==> config.mk <==
export PLATFORM = sky130hd
export DESIGN_NAME = eevs_scrub
export DESIGN_NICKNAME = d
export VERILOG_FILES = /design/src/design/eevs_pkg.sv /design/src/design/eevs_scrub.sv
export VERILOG_INCLUDE_DIRS = /design/src /design/src/design
export SDC_FILE = /design/constraint.sdc
export NUM_CORES = 1
export LEC_CHECK = 0
export ABC_CLOCK_PERIOD_IN_PS = 5800
export BUFFER_PORTS_ARGS = -buffer_cell sky130_fd_sc_hd__buf_2
export CAP_MARGIN = 10
export CORE_AREA = 8 8 714 716
export DETAILED_ROUTE_END_ITERATION = 12
export DIE_AREA = 0 0 722 724
export GPL_ROUTABILITY_DRIVEN = 0
export HOLD_SLACK_MARGIN = 0.1
export PLACE_DENSITY = 0.3
export SETUP_SLACK_MARGIN = 0.5
export SLEW_MARGIN = 20
export SYNTH_ARGS = -nofsm -noshare
export SYNTH_HDL_FRONTEND = slang
export SYNTH_SLANG_ARGS = --single-unit
==> constraint.sdc <==
create_clock -name ref_clk_i -period 5.8 [get_ports ref_clk_i]
set_clock_uncertainty 0.15 [all_clocks]
set_input_delay 0.58 -clock ref_clk_i [delete_from_list [all_inputs] [get_ports ref_clk_i]]
set_output_delay 0.58 -clock ref_clk_i [all_outputs]
set_load 0.01 [all_outputs]
==> src/design/eevs_regs.svh <==
// constants for the enclave exit control structure scrubber
// assumes inclusion by bare name from the scrubber and the bench
`ifndef EEVS_REGS_SVH
`define EEVS_REGS_SVH

// --------------------------------------------------------------
// control structure field layout
// --------------------------------------------------------------
`define EEVS_INTR_ENCL_BIT  4
`define EEVS_BASIC_ENCL_BIT 27
`define EEVS_QUAL_LA_BIT    7
`define EEVS_PAGE_LOW_MASK  64'hffff_ffff_ffff_f000
`define EEVS_TYPE_HW_EXC    3'h3
`define EEVS_ZERO32         32'h0000_0000
`define EEVS_ZERO64         64'h0000_0000_0000_0000

// --------------------------------------------------------------
// register map (byte addresses)
// --------------------------------------------------------------
`define EEVS_ADDR_W         8
`define EEVS_OFF_CTRL       8'h00
`define EEVS_OFF_STATUS     8'h04
`define EEVS_OFF_IRQ_STAT   8'h08
`define EEVS_OFF_IRQ_MASK   8'h0c
`define EEVS_CTRL_RST       1'h1
`define EEVS_IRQ_W          2
`define EEVS_IRQ_ENCL       0
`define EEVS_IRQ_PLAIN      1
`define EEVS_RESP_OKAY      2'h0
`define EEVS_RESP_DECERR    2'h3

`endif

==> src/design/eevs_pkg.sv <==
// types shared by the scrubber and its bench
// assumes the field constants header sits beside it
package eevs_pkg;

	// cause of the exit as classified by the exit path
	typedef enum logic [2:0] {
		EEVS_CAUSE_OTHER,        // anything not listed below
		EEVS_CAUSE_PAGE_FAULT,   // page fault
		EEVS_CAUSE_NPT_VIOL,     // nested_page_table violation
		EEVS_CAUSE_NPT_MISCFG,   // nested_page_table misconfiguration
		EEVS_CAUSE_LIC_ACCESS,   // local_interrupt_controller page access
		EEVS_CAUSE_INSTR_LISTED, // debug, virtualization or tsc instruction
		EEVS_CAUSE_BREAKPOINT    // breakpoint_trap_instruction
	} eevs_cause_e;

	// guest registers written into the structure
	typedef struct packed {
		logic [63:0] rip;    // instruction pointer
		logic [63:0] rsp;    // stack pointer
		logic [63:0] rflags; // flags
	} eevs_gpr_s;

	// one exit record, before or after scrubbing
	typedef struct packed {
		logic        in_enclave;  // exit interrupted enclave code
		logic        in_delivery; // arose while delivering an event
		eevs_cause_e cause;       // exit cause class
		logic [2:0]  intr_type;   // interruption type
		logic [31:0] intr_state;  // guest interruptibility state
		logic [31:0] basic_info;  // basic exit information
		logic [31:0] instr_len;   // exit instruction length
		logic [31:0] instr_info;  // exit instruction information
		logic [63:0] gla;         // guest-linear address
		logic [63:0] gpa;         // guest-physical address
		logic [63:0] qual;        // exit qualification
		logic [63:0] io_rcx;      // saved i/o count
		logic [63:0] io_rsi;      // saved i/o source index
		logic [63:0] io_rdi;      // saved i/o destination index
		logic [63:0] io_rip;      // saved i/o instruction pointer
		eevs_gpr_s   gpr;         // guest registers
	} eevs_exit_s;

endpackage

==> src/design/eevs_scrub.sv <==
// enclave exit scrubber for the vm_control_structure write path
// assumes exit path and structure storage share ref_clk_i
//
// The address map and the AXI4-Lite interface to the registers were chosen for this implementation.
`include "eevs_regs.svh"
`timescale 1ns/1ns
`default_nettype none

module eevs_scrub (
	input  wire logic                ref_clk_i,      // core clock
	input  wire logic                arst_n_i,       // async reset
	input  wire logic                ce_i,           // clock enable
	input  wire eevs_pkg::eevs_exit_s exit_i,        // raw exit record
	input  wire eevs_pkg::eevs_gpr_s synth_i,        // synthetic regs
	input  wire logic                exit_valid_i,   // record offered
	output logic                     exit_ready_o,   // record taken
	output eevs_pkg::eevs_exit_s     rec_o,          // scrubbed record
	output logic                     rec_valid_o,    // record ready
	input  wire logic                rec_ready_i,    // storage takes it
	input  wire logic                s_axi_awvalid,  // write address
	output logic                     s_axi_awready,  // address taken
	input  wire logic [7:0]          s_axi_awaddr,   // byte address
	input  wire logic                s_axi_wvalid,   // write data
	output logic                     s_axi_wready,   // data taken
	input  wire logic [31:0]         s_axi_wdata,    // data
	input  wire logic [3:0]          s_axi_wstrb,    // byte enables
	output logic                     s_axi_bvalid,   // write answer
	input  wire logic                s_axi_bready,   // answer taken
	output logic [1:0]               s_axi_bresp,    // write status
	input  wire logic                s_axi_arvalid,  // read address
	output logic                     s_axi_arready,  // address taken
	input  wire logic [7:0]          s_axi_araddr,   // byte address
	output logic                     s_axi_rvalid,   // read answer
	input  wire logic                s_axi_rready,   // answer taken
	output logic [31:0]              s_axi_rdata,    // read data
	output logic [1:0]               s_axi_rresp,    // read status
	output logic                     irq_o           // level interrupt
);

	// --------------------------------------------------------------
	// state
	// --------------------------------------------------------------
	logic                     accept_en;    // software lets exits in
	logic [15:0]              encl_count;   // enclave exits seen
	logic [`EEVS_IRQ_W-1:0]   irq_stat;     // sticky events
	logic [`EEVS_IRQ_W-1:0]   irq_mask;     // event enables
	logic [`EEVS_IRQ_W-1:0]   irq_set;      // events this cycle
	logic                     take;         // record accepted
	eevs_pkg::eevs_exit_s     next_rec;     // scrubbed value
	logic                     aw_held;      // address waiting
	logic                     w_held;       // data waiting
	logic [7:0]               aw_addr;      // held address
	logic [31:0]              w_data;       // held data
	logic [3:0]               w_strb;       // held byte enables
	logic                     wr_do;        // both halves present
	logic                     wr_hit;       // address is mapped
	logic [31:0]              wr_bits;      // data under strobes
	logic [31:0]              rd_word;      // read mux result
	logic                     rd_hit;       // read address mapped

	// --------------------------------------------------------------
	// exit record path
	// --------------------------------------------------------------

	// one record in flight; the stage frees as the storage takes it.
	// ready is held low while disabled so no exit slips past unscrubbed
	assign exit_ready_o = ce_i & accept_en & (~rec_valid_o | rec_ready_i);
	assign take         = exit_valid_i & exit_ready_o;

	// scrub: enclave exits are rewritten, others pass as offered with the basic_info enclave bit cleared
	always_comb begin
		next_rec = exit_i;
		next_rec.basic_info[`EEVS_BASIC_ENCL_BIT] = exit_i.in_enclave;
		if (exit_i.in_enclave) begin
			next_rec.gpr = synth_i;
			next_rec.intr_state[`EEVS_INTR_ENCL_BIT] = 1'b1;
			// delivery-time faults keep the low bits: the exit that
			// hides them runs before the delivery fault is recorded
			if (!exit_i.in_delivery) begin
				if (exit_i.cause == eevs_pkg::EEVS_CAUSE_NPT_VIOL &&
				    exit_i.qual[`EEVS_QUAL_LA_BIT]) begin
					next_rec.gla = exit_i.gla & `EEVS_PAGE_LOW_MASK;
				end
				if (exit_i.cause == eevs_pkg::EEVS_CAUSE_NPT_VIOL ||
				    exit_i.cause == eevs_pkg::EEVS_CAUSE_NPT_MISCFG) begin
					next_rec.gpa = exit_i.gpa & `EEVS_PAGE_LOW_MASK;
				end
				if (exit_i.cause == eevs_pkg::EEVS_CAUSE_PAGE_FAULT) begin
					next_rec.qual = exit_i.qual & `EEVS_PAGE_LOW_MASK;
				end
				if (exit_i.cause == eevs_pkg::EEVS_CAUSE_LIC_ACCESS) begin
					next_rec.qual = exit_i.qual & `EEVS_PAGE_LOW_MASK;
				end
			end
			next_rec.instr_len = `EEVS_ZERO32;
			next_rec.io_rcx    = `EEVS_ZERO64;
			next_rec.io_rsi    = `EEVS_ZERO64;
			next_rec.io_rdi    = `EEVS_ZERO64;
			next_rec.io_rip    = `EEVS_ZERO64;
			// breakpoints are fault-like here, so they fall to zero too
			if (exit_i.cause != eevs_pkg::EEVS_CAUSE_INSTR_LISTED) begin
				next_rec.instr_info = `EEVS_ZERO32;
			end
			if (exit_i.cause == eevs_pkg::EEVS_CAUSE_BREAKPOINT) begin
				next_rec.intr_type = `EEVS_TYPE_HW_EXC;
			end
		end
	end

	// record register and its valid flag
	always_ff @(posedge ref_clk_i or negedge arst_n_i) begin
		if (!arst_n_i) begin
			rec_o       <= '0;
			rec_valid_o <= 1'b0;
		end else if (ce_i) begin
			if (take) begin
				rec_o       <= next_rec;
				rec_valid_o <= 1'b1;
			end else if (rec_ready_i) begin
				rec_valid_o <= 1'b0;
			end
		end
	end

	// enclave exit counter, wraps silently
	always_ff @(posedge ref_clk_i or negedge arst_n_i) begin
		if (!arst_n_i) begin
			encl_count <= '0;
		end else if (ce_i && take && exit_i.in_enclave) begin
			encl_count <= encl_count + 16'h0001;
		end
	end

	// --------------------------------------------------------------
	// interrupts
	// --------------------------------------------------------------

	// events: a scrubbed enclave exit, or a plain exit passed through
	always_comb begin
		irq_set = '0;
		irq_set[`EEVS_IRQ_ENCL]  = take & exit_i.in_enclave;
		irq_set[`EEVS_IRQ_PLAIN] = take & ~exit_i.in_enclave;
	end

	// write-one-to-clear; a new event in the clearing cycle survives
	always_ff @(posedge ref_clk_i or negedge arst_n_i) begin
		if (!arst_n_i) begin
			irq_stat <= '0;
		end else if (ce_i) begin
			if (wr_do && aw_addr == `EEVS_OFF_IRQ_STAT) begin
				irq_stat <= (irq_stat & ~wr_bits[`EEVS_IRQ_W-1:0]) | irq_set;
			end else begin
				irq_stat <= irq_stat | irq_set;
			end
		end
	end

	assign irq_o = |(irq_stat & irq_mask);

	// --------------------------------------------------------------
	// register bus: write side
	// --------------------------------------------------------------

	// address and data are taken apart and joined before the answer
	assign s_axi_awready = ce_i & ~aw_held & ~s_axi_bvalid;
	assign s_axi_wready  = ce_i & ~w_held & ~s_axi_bvalid;
	assign wr_do         = aw_held & w_held & ~s_axi_bvalid;
	assign wr_bits       = w_data & {{8{w_strb[3]}}, {8{w_strb[2]}},
	                                 {8{w_strb[1]}}, {8{w_strb[0]}}};
	assign wr_hit        = aw_addr == `EEVS_OFF_CTRL ||
	                       aw_addr == `EEVS_OFF_STATUS ||
	                       aw_addr == `EEVS_OFF_IRQ_STAT ||
	                       aw_addr == `EEVS_OFF_IRQ_MASK;

	// hold the two halves until both have arrived
	always_ff @(posedge ref_clk_i or negedge arst_n_i) begin
		if (!arst_n_i) begin
			aw_held <= 1'b0;
			w_held  <= 1'b0;
			aw_addr <= '0;
			w_data  <= '0;
			w_strb  <= '0;
		end else if (ce_i) begin
			if (s_axi_awvalid && s_axi_awready) begin
				aw_held <= 1'b1;
				aw_addr <= s_axi_awaddr;
			end else if (wr_do) begin
				aw_held <= 1'b0;
			end
			if (s_axi_wvalid && s_axi_wready) begin
				w_held <= 1'b1;
				w_data <= s_axi_wdata;
				w_strb <= s_axi_wstrb;
			end else if (wr_do) begin
				w_held <= 1'b0;
			end
		end
	end

	// write answer; status is read-only so writes to it are dropped
	always_ff @(posedge ref_clk_i or negedge arst_n_i) begin
		if (!arst_n_i) begin
			s_axi_bvalid <= 1'b0;
			s_axi_bresp  <= `EEVS_RESP_OKAY;
		end else if (ce_i) begin
			if (wr_do) begin
				s_axi_bvalid <= 1'b1;
				s_axi_bresp  <= wr_hit ? `EEVS_RESP_OKAY : `EEVS_RESP_DECERR;
			end else if (s_axi_bready) begin
				s_axi_bvalid <= 1'b0;
			end
		end
	end

	// control and mask; only byte lane 0 carries bits
	always_ff @(posedge ref_clk_i or negedge arst_n_i) begin
		if (!arst_n_i) begin
			accept_en <= `EEVS_CTRL_RST;
			irq_mask  <= '0;
		end else if (ce_i && wr_do && w_strb[0]) begin
			if (aw_addr == `EEVS_OFF_CTRL) begin
				accept_en <= w_data[0];
			end
			if (aw_addr == `EEVS_OFF_IRQ_MASK) begin
				irq_mask <= w_data[`EEVS_IRQ_W-1:0];
			end
		end
	end

	// --------------------------------------------------------------
	// register bus: read side
	// --------------------------------------------------------------

	// read mux, reserved bits read zero
	always_comb begin
		rd_word = '0;
		rd_hit  = 1'b1;
		unique case (s_axi_araddr)
			`EEVS_OFF_CTRL:     rd_word[0] = accept_en;
			`EEVS_OFF_STATUS:   rd_word[16:0] = {rec_valid_o, encl_count};
			`EEVS_OFF_IRQ_STAT: rd_word[`EEVS_IRQ_W-1:0] = irq_stat;
			`EEVS_OFF_IRQ_MASK: rd_word[`EEVS_IRQ_W-1:0] = irq_mask;
			default:            rd_hit = 1'b0;
		endcase
	end

	assign s_axi_arready = ce_i & ~s_axi_rvalid;

	// one read at a time, answered the cycle after the address
	always_ff @(posedge ref_clk_i or negedge arst_n_i) begin
		if (!arst_n_i) begin
			s_axi_rvalid <= 1'b0;
			s_axi_rdata  <= '0;
			s_axi_rresp  <= `EEVS_RESP_OKAY;
		end else if (ce_i) begin
			if (s_axi_arvalid && s_axi_arready) begin
				s_axi_rvalid <= 1'b1;
				s_axi_rdata  <= rd_word;
				s_axi_rresp  <= rd_hit ? `EEVS_RESP_OKAY : `EEVS_RESP_DECERR;
			end else if (s_axi_rready) begin
				s_axi_rvalid <= 1'b0;
			end
		end
	end
endmodule

`default_nettype wire

# After elaboration in Yosys (flattened, before gate mapping)

Index checks and enable logic that the tools add are counted.

Bits of input ports: 1030
Register bits after elaboration: 834

$add $sub $neg: 1
Bitwise operators: 25
Reduce and logical (&&, ||, !) cells: 34
Multiplexer cells: 26
Equality and inequality tests: 12

Operators with widths:

| cell                    | number |
|---|---|
| $mux W704               | 1 |
| $mux W140               | 1 |
| $mux W12                | 4 |
| $eq A8 B4 Y1 const B    | 4 |
| $mux W32                | 1 |
| $reduce_and A2 Y1       | 12 |
| $add A16 B1 Y16 const B | 1 |
| $eq A8 B3 Y1 const B    | 2 |
| $logic_not A8 Y1        | 2 |
| $mux W15                | 1 |
| $and A1 B1 Y1           | 12 |
| $mux W1                 | 11 |
| $reduce_bool A2 Y1      | 5 |
| $logic_and A1 B1 Y1     | 9 |
| $and A2 B2 Y2           | 3 |
| $eq A3 B2 Y1 const B    | 2 |
| $eq A3 B3 Y1 const B    | 2 |
| $mux W2                 | 3 |
| $mux W3                 | 2 |
| $not A1 Y1              | 6 |
| $logic_or A1 B1 Y1      | 4 |
| $or A2 B2 Y2            | 2 |
| $pmux W1 S4             | 1 |
| $reduce_or A4 Y1        | 1 |
| 6 further kinds         | 6 |

# Logic depth before layout (Yosys ltp)

Gate-level depths: netlist of run 1.

Depth in word-level cells: 7
Depth in mapped cells: 10

# Least setup slack after synthesis of run 1

No wires, ideal clock.

Path kind: input to register
From: in ce_i
To: reg rec_o[651] (netlist bit)
Path slack: 3.618 ns
Arrival: 1.911 ns
Required time: 5.529 ns
Path buffers: 5
Stages on the path: 8
Cell sequence: buf_4 nand2_2 or3b_1 clkbuf_1 buf_6 buf_2 buf_2 a22o_1

Longest elaborated chain between the ends: 4

RTL lines:

| what                                   | line              | source |
|---|---|---|
| start: declaration                     | eevs_scrub.sv:12  | `input wire logic ce_i,` |
| $and A1 B1 Y1 (2 in series)            | eevs_scrub.sv:67  | `assign exit_ready_o = ce_i & accept_en & (~rec_valid_o \| rec_ready_i);` |
| $and A1 B1 Y1                          | eevs_scrub.sv:68  | `assign take = exit_valid_i & exit_ready_o;` |
| $reduce_and A2 Y1 (no source line) (*) | -                 |  |
| end signal: assignment                 | eevs_scrub.sv:117 | `rec_o <= next_rec;` |
| end: declaration                       | eevs_scrub.sv:17  | `output eevs_pkg::eevs_exit_s rec_o,` |

Every way passes the cells marked *; elsewhere a longest branch is shown, timed or not.
A chain may end at the register's enable or synchronous reset.

# Final worst setup path of run 1

From: in ce_i
To: reg rec_o[770] (netlist bit)

Same word-level chain as after synthesis.

==> summary.md, run 1 <==
| Metric | Value |
|---|---|
| Status | complete, no violations |
| Cts bufs inserted | 121 |
| Register bit total from synthesis | approximately 830 |
| First DRT Iteration DRCs | between 2,000 and 2,500 |
| Setup crit end kind | flip-flop |
| Clock power frac | 31.3% |
| Pint | between 10,000 and 15,000 uW |
| Vias in the first global route | 38,900 |
| Setup TNS | 0 ns |
| Htree depth | 3 |
| Largest net degree at the start of global routing | 158 |
| Die area | approximately 520,000 um2 |
| Drt first pass iters | 5 |
| Clock Sinks | 831 |
| Max clock buf depth | 4 |
| CP required | around 6.4 ns |
| Setup violators final | 0 |
| Antenna violations before repair | 223 |
| CTS tree | built |
| Row cnt | 260 |
| Die width | 722 um |
| Worst-path clk slew | 0.06 ns |
| Comb pwr share | 33.8% |
| Avg Cell Area, Syn | 10.0 um2 |
| Final ANT Viol Nets | 0 |
| Fin util | about an eighth |
| DP HPWL | just over 300,000 um |
| Layout area overhead | 89.5% |
| Netlist cell types | 46 |
| Final Slew Violations | 0 |
| CP Class | input pin to flip-flop |
| Final WL | 357,000 um |
| Core area | 499,000 um2 |
| Cell Chain, Critical Path | dlygate4sd3_1 -> buf_2 -> nand2_2 -> or3b_4 -> buf_12 -> buf_4 -> nand2_1 -> o21ai_0 -> dlygate4sd3_1 |
| Cell Pwr Density | around 380 nW/um2 |
| Global-route wire length before repair | between 400,000 and 500,000 um |
| Final Hold Fails | 0 |
| Slowest cell on the critical path | dlygate4sd3_1 |
| Min-Delay Path Class | input pin to flip-flop |
| PortBufs | 1,800 |
| Sw Pwr | 9980 uW |
| Sw frac | 40.4% |
| RSZ-0062 raised after global routing | false |
| Clock Latency Late Sink | 0.82 ns |
| Sequential group share of total power | 34.9% |
| CP Data Arrival Time | 3.89 ns |
| Nets | 7,213 |
| Leak | 0.0331 uW |
| Vias | 37,600 |
| Share of layout cells above drive strength 1 | 33.1% |
| DR vias/cell | 2.87 |
| Relative slew slack | 30.8% |
| Max-cap violations | 0 |
| Grt ovf | 0 |
| Die Y | 724 um |
| Max IR drop VDD | 0.000227 V |
| Fmax | around 0.3 GHz |
| Ys Warns | 0 |
| Synth Instances | 3,437 |
| Power Total | 24,700 uW |
| Initial Utilization | 6.92% |
| Sequential share of the synthesized area | between 60% and 70% |
| Most frequent cells in the layout | 1,798 x buf_2, 1,481 x nand2_1, 1,001 x dlygate4sd3_1 |
| WL/cell | 27.3 um |
| Commonest non-fill, non-tap cell in the layout | buf_2 |
| Cell mode on critical path | dlygate4sd3_1 |
| Synthesized area | 34,500 um2 |
| CP max FO | 72 |
| Critical Path Source Type | input pin |
| Cell Count, Final, Fillers Out | between 10,000 and 15,000 |
| Crit path time final | around 3.3 ns |
| Drc violations | 0 |
| Root Buffer | clkbuf_16 |
| Ports | between 1,500 and 2,000 |
| Cells after DPL | 11,700 |
| Total GRT Usage | 13.1% |
| CP peak stage delay | 0.69 ns |
| Worst Tran Pin Value | 1.04 ns |
| Period utilization | 56.4% |
[registers in the layout, summed over array words and instances, names as in the netlist]
register      cells
w_data            2
s_axi_rresp       1
s_axi_bvalid      1
s_axi_rvalid      1
aw_addr           8
s_axi_bresp       1
encl_count       16
rec_o           775
accept_en         1
rec_valid_o       1
s_axi_rdata      17
w_held            1
irq_stat          2
w_strb            1
irq_mask          2
aw_held           1
[per-stage QoR]
step / setup WS, ns / area, um2 / hold WS [ns]
6_report: 2.53 / 65400 / 0.182
5_1_grt: 2.46 / 65300 / 0.176
4_1_cts: 2.64 / 65100 / 0.107
3_5_place_dp: 2.77 / 51100 / 0.300
3_3_place_gp: 2.75 / 51100 / 0.294
2_1_floorplan: 3.62 / 34600 / 0.134
[repair_timing]
| item | CTS | global route |
|---|---|---|
| gates resized for setup | 0 | 0 |
| hold buffers | 1001 | 0 |
| endpoints found under the hold margin | 855 | 0 |
| buffers inserted | 0 | 0 |
[Yosys cell counts, drive strengths merged]
master | number | area [um2]
nand4b | 1 | 8.76
or3b | 1 | 8.76
dfstp | 1 | 26.3
conb | 1 | 3.75
dfrtp | 830 | 20800
o2bb2ai | 1 | 15.0
xnor2 | 15 | 131
nor3b | 1 | 7.51
or2 | 2 | 12.5
nor4 | 3 | 18.8
and4 | 1 | 8.76
nor2 | 8 | 32.5
mux4 | 1 | 22.5
or3 | 1 | 6.26
xor2 | 1 | 8.76
nand2 | 1482 | 5570
and2 | 3 | 18.8
nand3 | 19 | 95.1
a22o | 73 | 639
nand2b | 2 | 12.5
o22a | 2 | 17.5
a21o | 1 | 7.51
nand3b | 291 | 2180
o21ai | 198 | 991
mux2 | 17 | 191
ha | 1 | 12.5
o31a | 1 | 8.76
nor2b | 3 | 18.8
mux2i | 192 | 1920
clkbuf | 134 | 503
and3 | 8 | 50.1
buf | 120 | 1080
a21oi | 5 | 28.8
inv | 5 | 18.8
nand4 | 7 | 43.8
or4 | 2 | 22.5
nor3 | 3 | 20.0
[cell families (layout without fill, tap and decap cells)]
kind of cell	count (synthesis)	in the layout	synth area share, %
buffers and inverters	259	3080	4.64
other	1	147	0.0109
muxes	210	210	6.18
AOI/OAI and AO/OA	281	281	4.95
DFF	831	831	60.2
adders and majority gates	1	1	0.0362
xor gates and xnor gates	16	16	0.406
and+or+nand+nor	1838	1838	23.6
[cell type report]
class	instances	area, um2
fill	57700	434000
inverter	5	18.8
sequential	831	20800
tap	6681	8360
clock inverter	42	500
clock buffer	171	3490
antenna	132	330
multi-input combinational	2361	12200
timing repair buffer	2862	19700
[path summary, 6_finish.rpt]
kind | startpoint | endpoint | slack (ns) | depth (start not counted)
max in group asynchronous | arst_n_i | rec_o[26] | 3.86 | 3
worst min register to register | rec_o[363] | rec_o[363] | 0.31 | 2
min in group asynchronous | arst_n_i | rec_o[170] | 0.22 | 2
worst max register to register | rec_valid_o | rec_o[770] | 2.64 | 8
worst min-delay path | synth_i[19] | rec_o[19] | 0.18 | 3
worst max-delay path | ce_i | rec_o[770] | 2.53 | 9
[critical path: cells and delay by family]
| kind | cells | cell delay [ns] |
|---|---|---|
| buffers and inverters | 5 | 2.23 |
| AND/OR/NAND/NOR | 3 | 0.81 |
| AO/OA/AOI/OAI | 1 | 0.09 |
[metal layers]
metal | GRT usage [%] | wire length [um] | vias up
li1 | - | - | 16800
met1 | 14.3 | 133000 | 18400
met2 | 21.2 | 165000 | 1638
met3 | 6.38 | 39200 | 634
met4 | 6.03 | 19400 | 90
met5 | 0 | 580 | -
[power by group through the flow]
| stage | Combinational, uW | Sequential (uW) | Clock [uW] |
|---|---|---|---|
| final | 8350 | 8620 | 7720 |
| after floorplan | 1610 | 9300 | 0 |
| after global placement | 8090 | 8670 | 0 |
| after global routing | 9080 | 8840 | 8270 |
| after CTS | 8770 | 8620 | 8130 |
| after detailed placement | 8060 | 8690 | 0 |
Power figures use the tool's default switching activity.
==> run 2, diff against run 1 <==
ABC_CLOCK_PERIOD_IN_PS = 3100   (was 5800)
CORE_AREA = 8 8 723 725   (was 8 8 714 716)
DIE_AREA = 0 0 731 733   (was 0 0 722 724)
clock period = 3.1 ns   (was 5.8 ns; I/O delays follow)
==> summary.md, run 2 (synthesized netlist as in run 1, its figures left out) <==
| Metric | Value |
|---|---|
| Drc violations | 0 (unchanged) |
| Delay-heaviest family, CP | buffers and inverters |
| Relative slew slack | 47.3% (+16 points) |
| Htree depth | 3 (unchanged) |
| Status | complete, no violations |
| Max-cap violations | 0 (unchanged) |
| Cts bufs inserted | 121 (unchanged) |
| CP peak stage delay | 0.60 ns (-0.09 ns) |
| Crit path time final | about 2.6 ns |
| Largest net degree at the start of global routing | 112 (-29%) |
| Share of layout cells above drive strength 1 | 30.3% (-2.8 points) |
| Fill count | 58,400 (+1.2%) |
| Setup TNS | 0 ns (unchanged) |
| Comb pwr share | 35.2% (+1.4 points) |
| CP Class | input pin to flip-flop |
| Sequential group share of total power | 34.0% (-0.9 points) |
| Global-route wire length before repair | 440,000 um (-1.3%) |
| Grt ovf | 0 (unchanged) |
| Min-Delay Path Class | input pin to flip-flop |
| Cells after DPL | 11,900 (+1.3%) |
| Die area | 536,000 um2 (+2.5%) |
| Max FFs per register | 775 (unchanged) |
| Register with the most flip-flops | rec_o |
| Largest registers | rec_o: 775 flops, s_axi_rdata: 17 flops, encl_count: 16 flops |
| Setup violators final | 0 (unchanged) |
| Cell mode on critical path | dlygate4sd3_1 |
| Die Y | 733 um (+1.2%) |
| CP required | 3.68 ns (-2.75 ns) |
| Setup crit end kind | flip-flop |
| CP Data Arrival Time | 3.15 ns (-0.74 ns) |
| Clock Latency Late Sink | 0.84 ns (+0.02 ns) |
| Sw Pwr | 18,300 uW (+84%) |
| Cell Pwr Density | 630 nW/um2 (+67%) |
| Multi-input combinational cell area | 12,200 um2 (+0.10%) |
| Final Slew Violations | 0 (unchanged) |
| Drt first pass iters | 5 (unchanged) |
| Slowest cell on the critical path | dlygate4sd3_1 |
| WL/cell | 24.4 um (-11%) |
| Period utilization | 82.9% |
| CP max FO | 30 (-58%) |
| RSZ-0062 raised after global routing | false |
| Cell Chain, Critical Path | dlygate4sd3_1 -> buf_12 -> buf_6 -> buf_16 -> mux2i_1 -> dlygate4sd3_1 -> o21ai_0 -> dlygate4sd3_1 |
| Most frequent cells in the layout | 1,800 x dlygate4sd3_1, 1,795 x buf_2, 1,481 x nand2_1 |
| Max IR drop VDD | 0.000419 V (+84%) |
| Vias | 40,500 (+7.9%) |
| Row cnt | 263 (+1.2%) |
| CP bufs+invs | 6 (+1) |
| Finished Cell Area | 74,500 um2 (+14%) |
| Register area | 20,800 um2 (unchanged) |
| Final ANT Viol Nets | 0 (unchanged) |
| Clock power frac | 30.8% (-0.5 points) |
| Final Hold Fails | 0 (unchanged) |
| WHS | 0.199 ns (+0.0172 ns) |
| Total GRT Usage | 12.3% (-0.79 points) |
| Place WS | 0.614 ns (-2.15 ns) |
| First DRT Iteration DRCs | 1,749 (-25%) |
| Critical Path Source Type | input pin |
| Max clock buf depth | 4 (unchanged) |
| Post-Place Cell Area | 52,000 um2 (+1.8%) |
| Antenna violations before repair | 200 (-10%) |
| PortBufs | 1,800 (unchanged) |
| Worst Tran Pin Value | 0.789 ns (-0.250 ns) |
| CTS tree | built |
| Leak | 0.0368 uW (+11%) |
| Fmax | 0.389 GHz |
| Initial Utilization | 6.76% (-0.16 points) |
| DP HPWL | 290,000 um (-4.1%) |
| Core area | 511,000 um2 (+2.4%) |
| Worst-path clk slew | 0.06 ns (about the same) |
| Die width | 731 um (+1.2%) |
| Commonest non-fill, non-tap cell in the layout | dlygate4sd3_1 |
| Layout area overhead | 116% |
| Clock Sinks | 831 (unchanged) |
| Nets | 8,094 (+12%) |
| Final WS setup | 0.530 ns (-2.00 ns) |
| Pint | 28,600 uW (+94%) |
| Final WL | 343,000 um (-4.1%) |
| Root Buffer | clkbuf_16 |
| Sw frac | 39.1% (-1.3 points) |
| Vias in the first global route | 43,500 (+12%) |
| DR vias/cell | 2.89 (+0.64%) |
| Ports | 1,850 (unchanged) |
| Cell Count, Final, Fillers Out | 14,000 (+7.2%) |
## run 2: changes by cell type in the layout (fill, tap and decap cells not counted), moves of 3 or more
cell,change
clkinv_2,-4
dlygate4sd3_1,+799
diode_2,-19
buf_12,+22
clkinv_4,-3
clkbuf_8,+7
buf_4,+61
clkinvlp_4,+4
clkinv_16,-3
buf_2,-3
clkinv_8,+3
## run 2: power by group through the flow
stage | Sequential [uW] | Combinational, uW | Clock, uW
after detailed placement | 16100 | 14800 | 0
after global routing | 16400 | 18100 | 15400
after floorplan | 17400 | 3000 | 0
final | 16000 | 16500 | 14400
after CTS | 16000 | 17100 | 15200
after global placement | 16100 | 14800 | 0
## run 2: stage by stage
stage,power [uW],utilization (%)
global route,49900,14.6
CTS,48300,14.5
finish,46900,14.6
floorplan,20400,-
detailed placement,30900,10.2
global placement,30900,10.2
## run 2: per-layer routing
layer,GRT usage (%),share of wire (%)
met2,19.8,45
met4,5.05,5.3
met3,6.78,13
met1,13.3,37
met5,0.00898,0.15
## run 2: tightest hold or removal path, cell delays in order
cell	delay, ns
dlygate4sd3_1	0.55
buf_2	0.11
nand2_1	0.09
nand2_1	0.07
## run 2: cell type report
type | count | area share (%)
inverters | 5 | 0.0252
repair buffers | 3743 | 38.5
clock inverters | 40 | 0.606
multi-input cells | 2361 | 16.4
well taps | 6757 | 11.3
flip-flops and latches | 831 | 27.9
clock buffers | 178 | 4.84
diodes | 113 | 0.380
## run 2: final timing paths
check	startpoint	slack (ns)	end	cells after the start
worst max-delay path	exit_i[775]	0.53	rec_o[19]	8
worst min-delay path	exit_i[728]	0.20	rec_o[728]	4
worst max register to register	accept_en	0.59	rec_o[52]	7
worst min register to register	rec_o[423]	0.31	rec_o[423]	2
max in group asynchronous	arst_n_i	1.11	rec_o[545]	6
min in group asynchronous	arst_n_i	0.60	rec_o[772]	4
## run 2: repair_timing
item / in CTS / in global routing
endpoints found under the hold margin: 1657 / 15
gates cloned: 0 / 0
pin swaps: 1 / 1
hold buffers: 1800 / 2
buffers inserted: 2 / 1
setup endpoints to repair: 3 / 51
resized for setup: 7 / 6
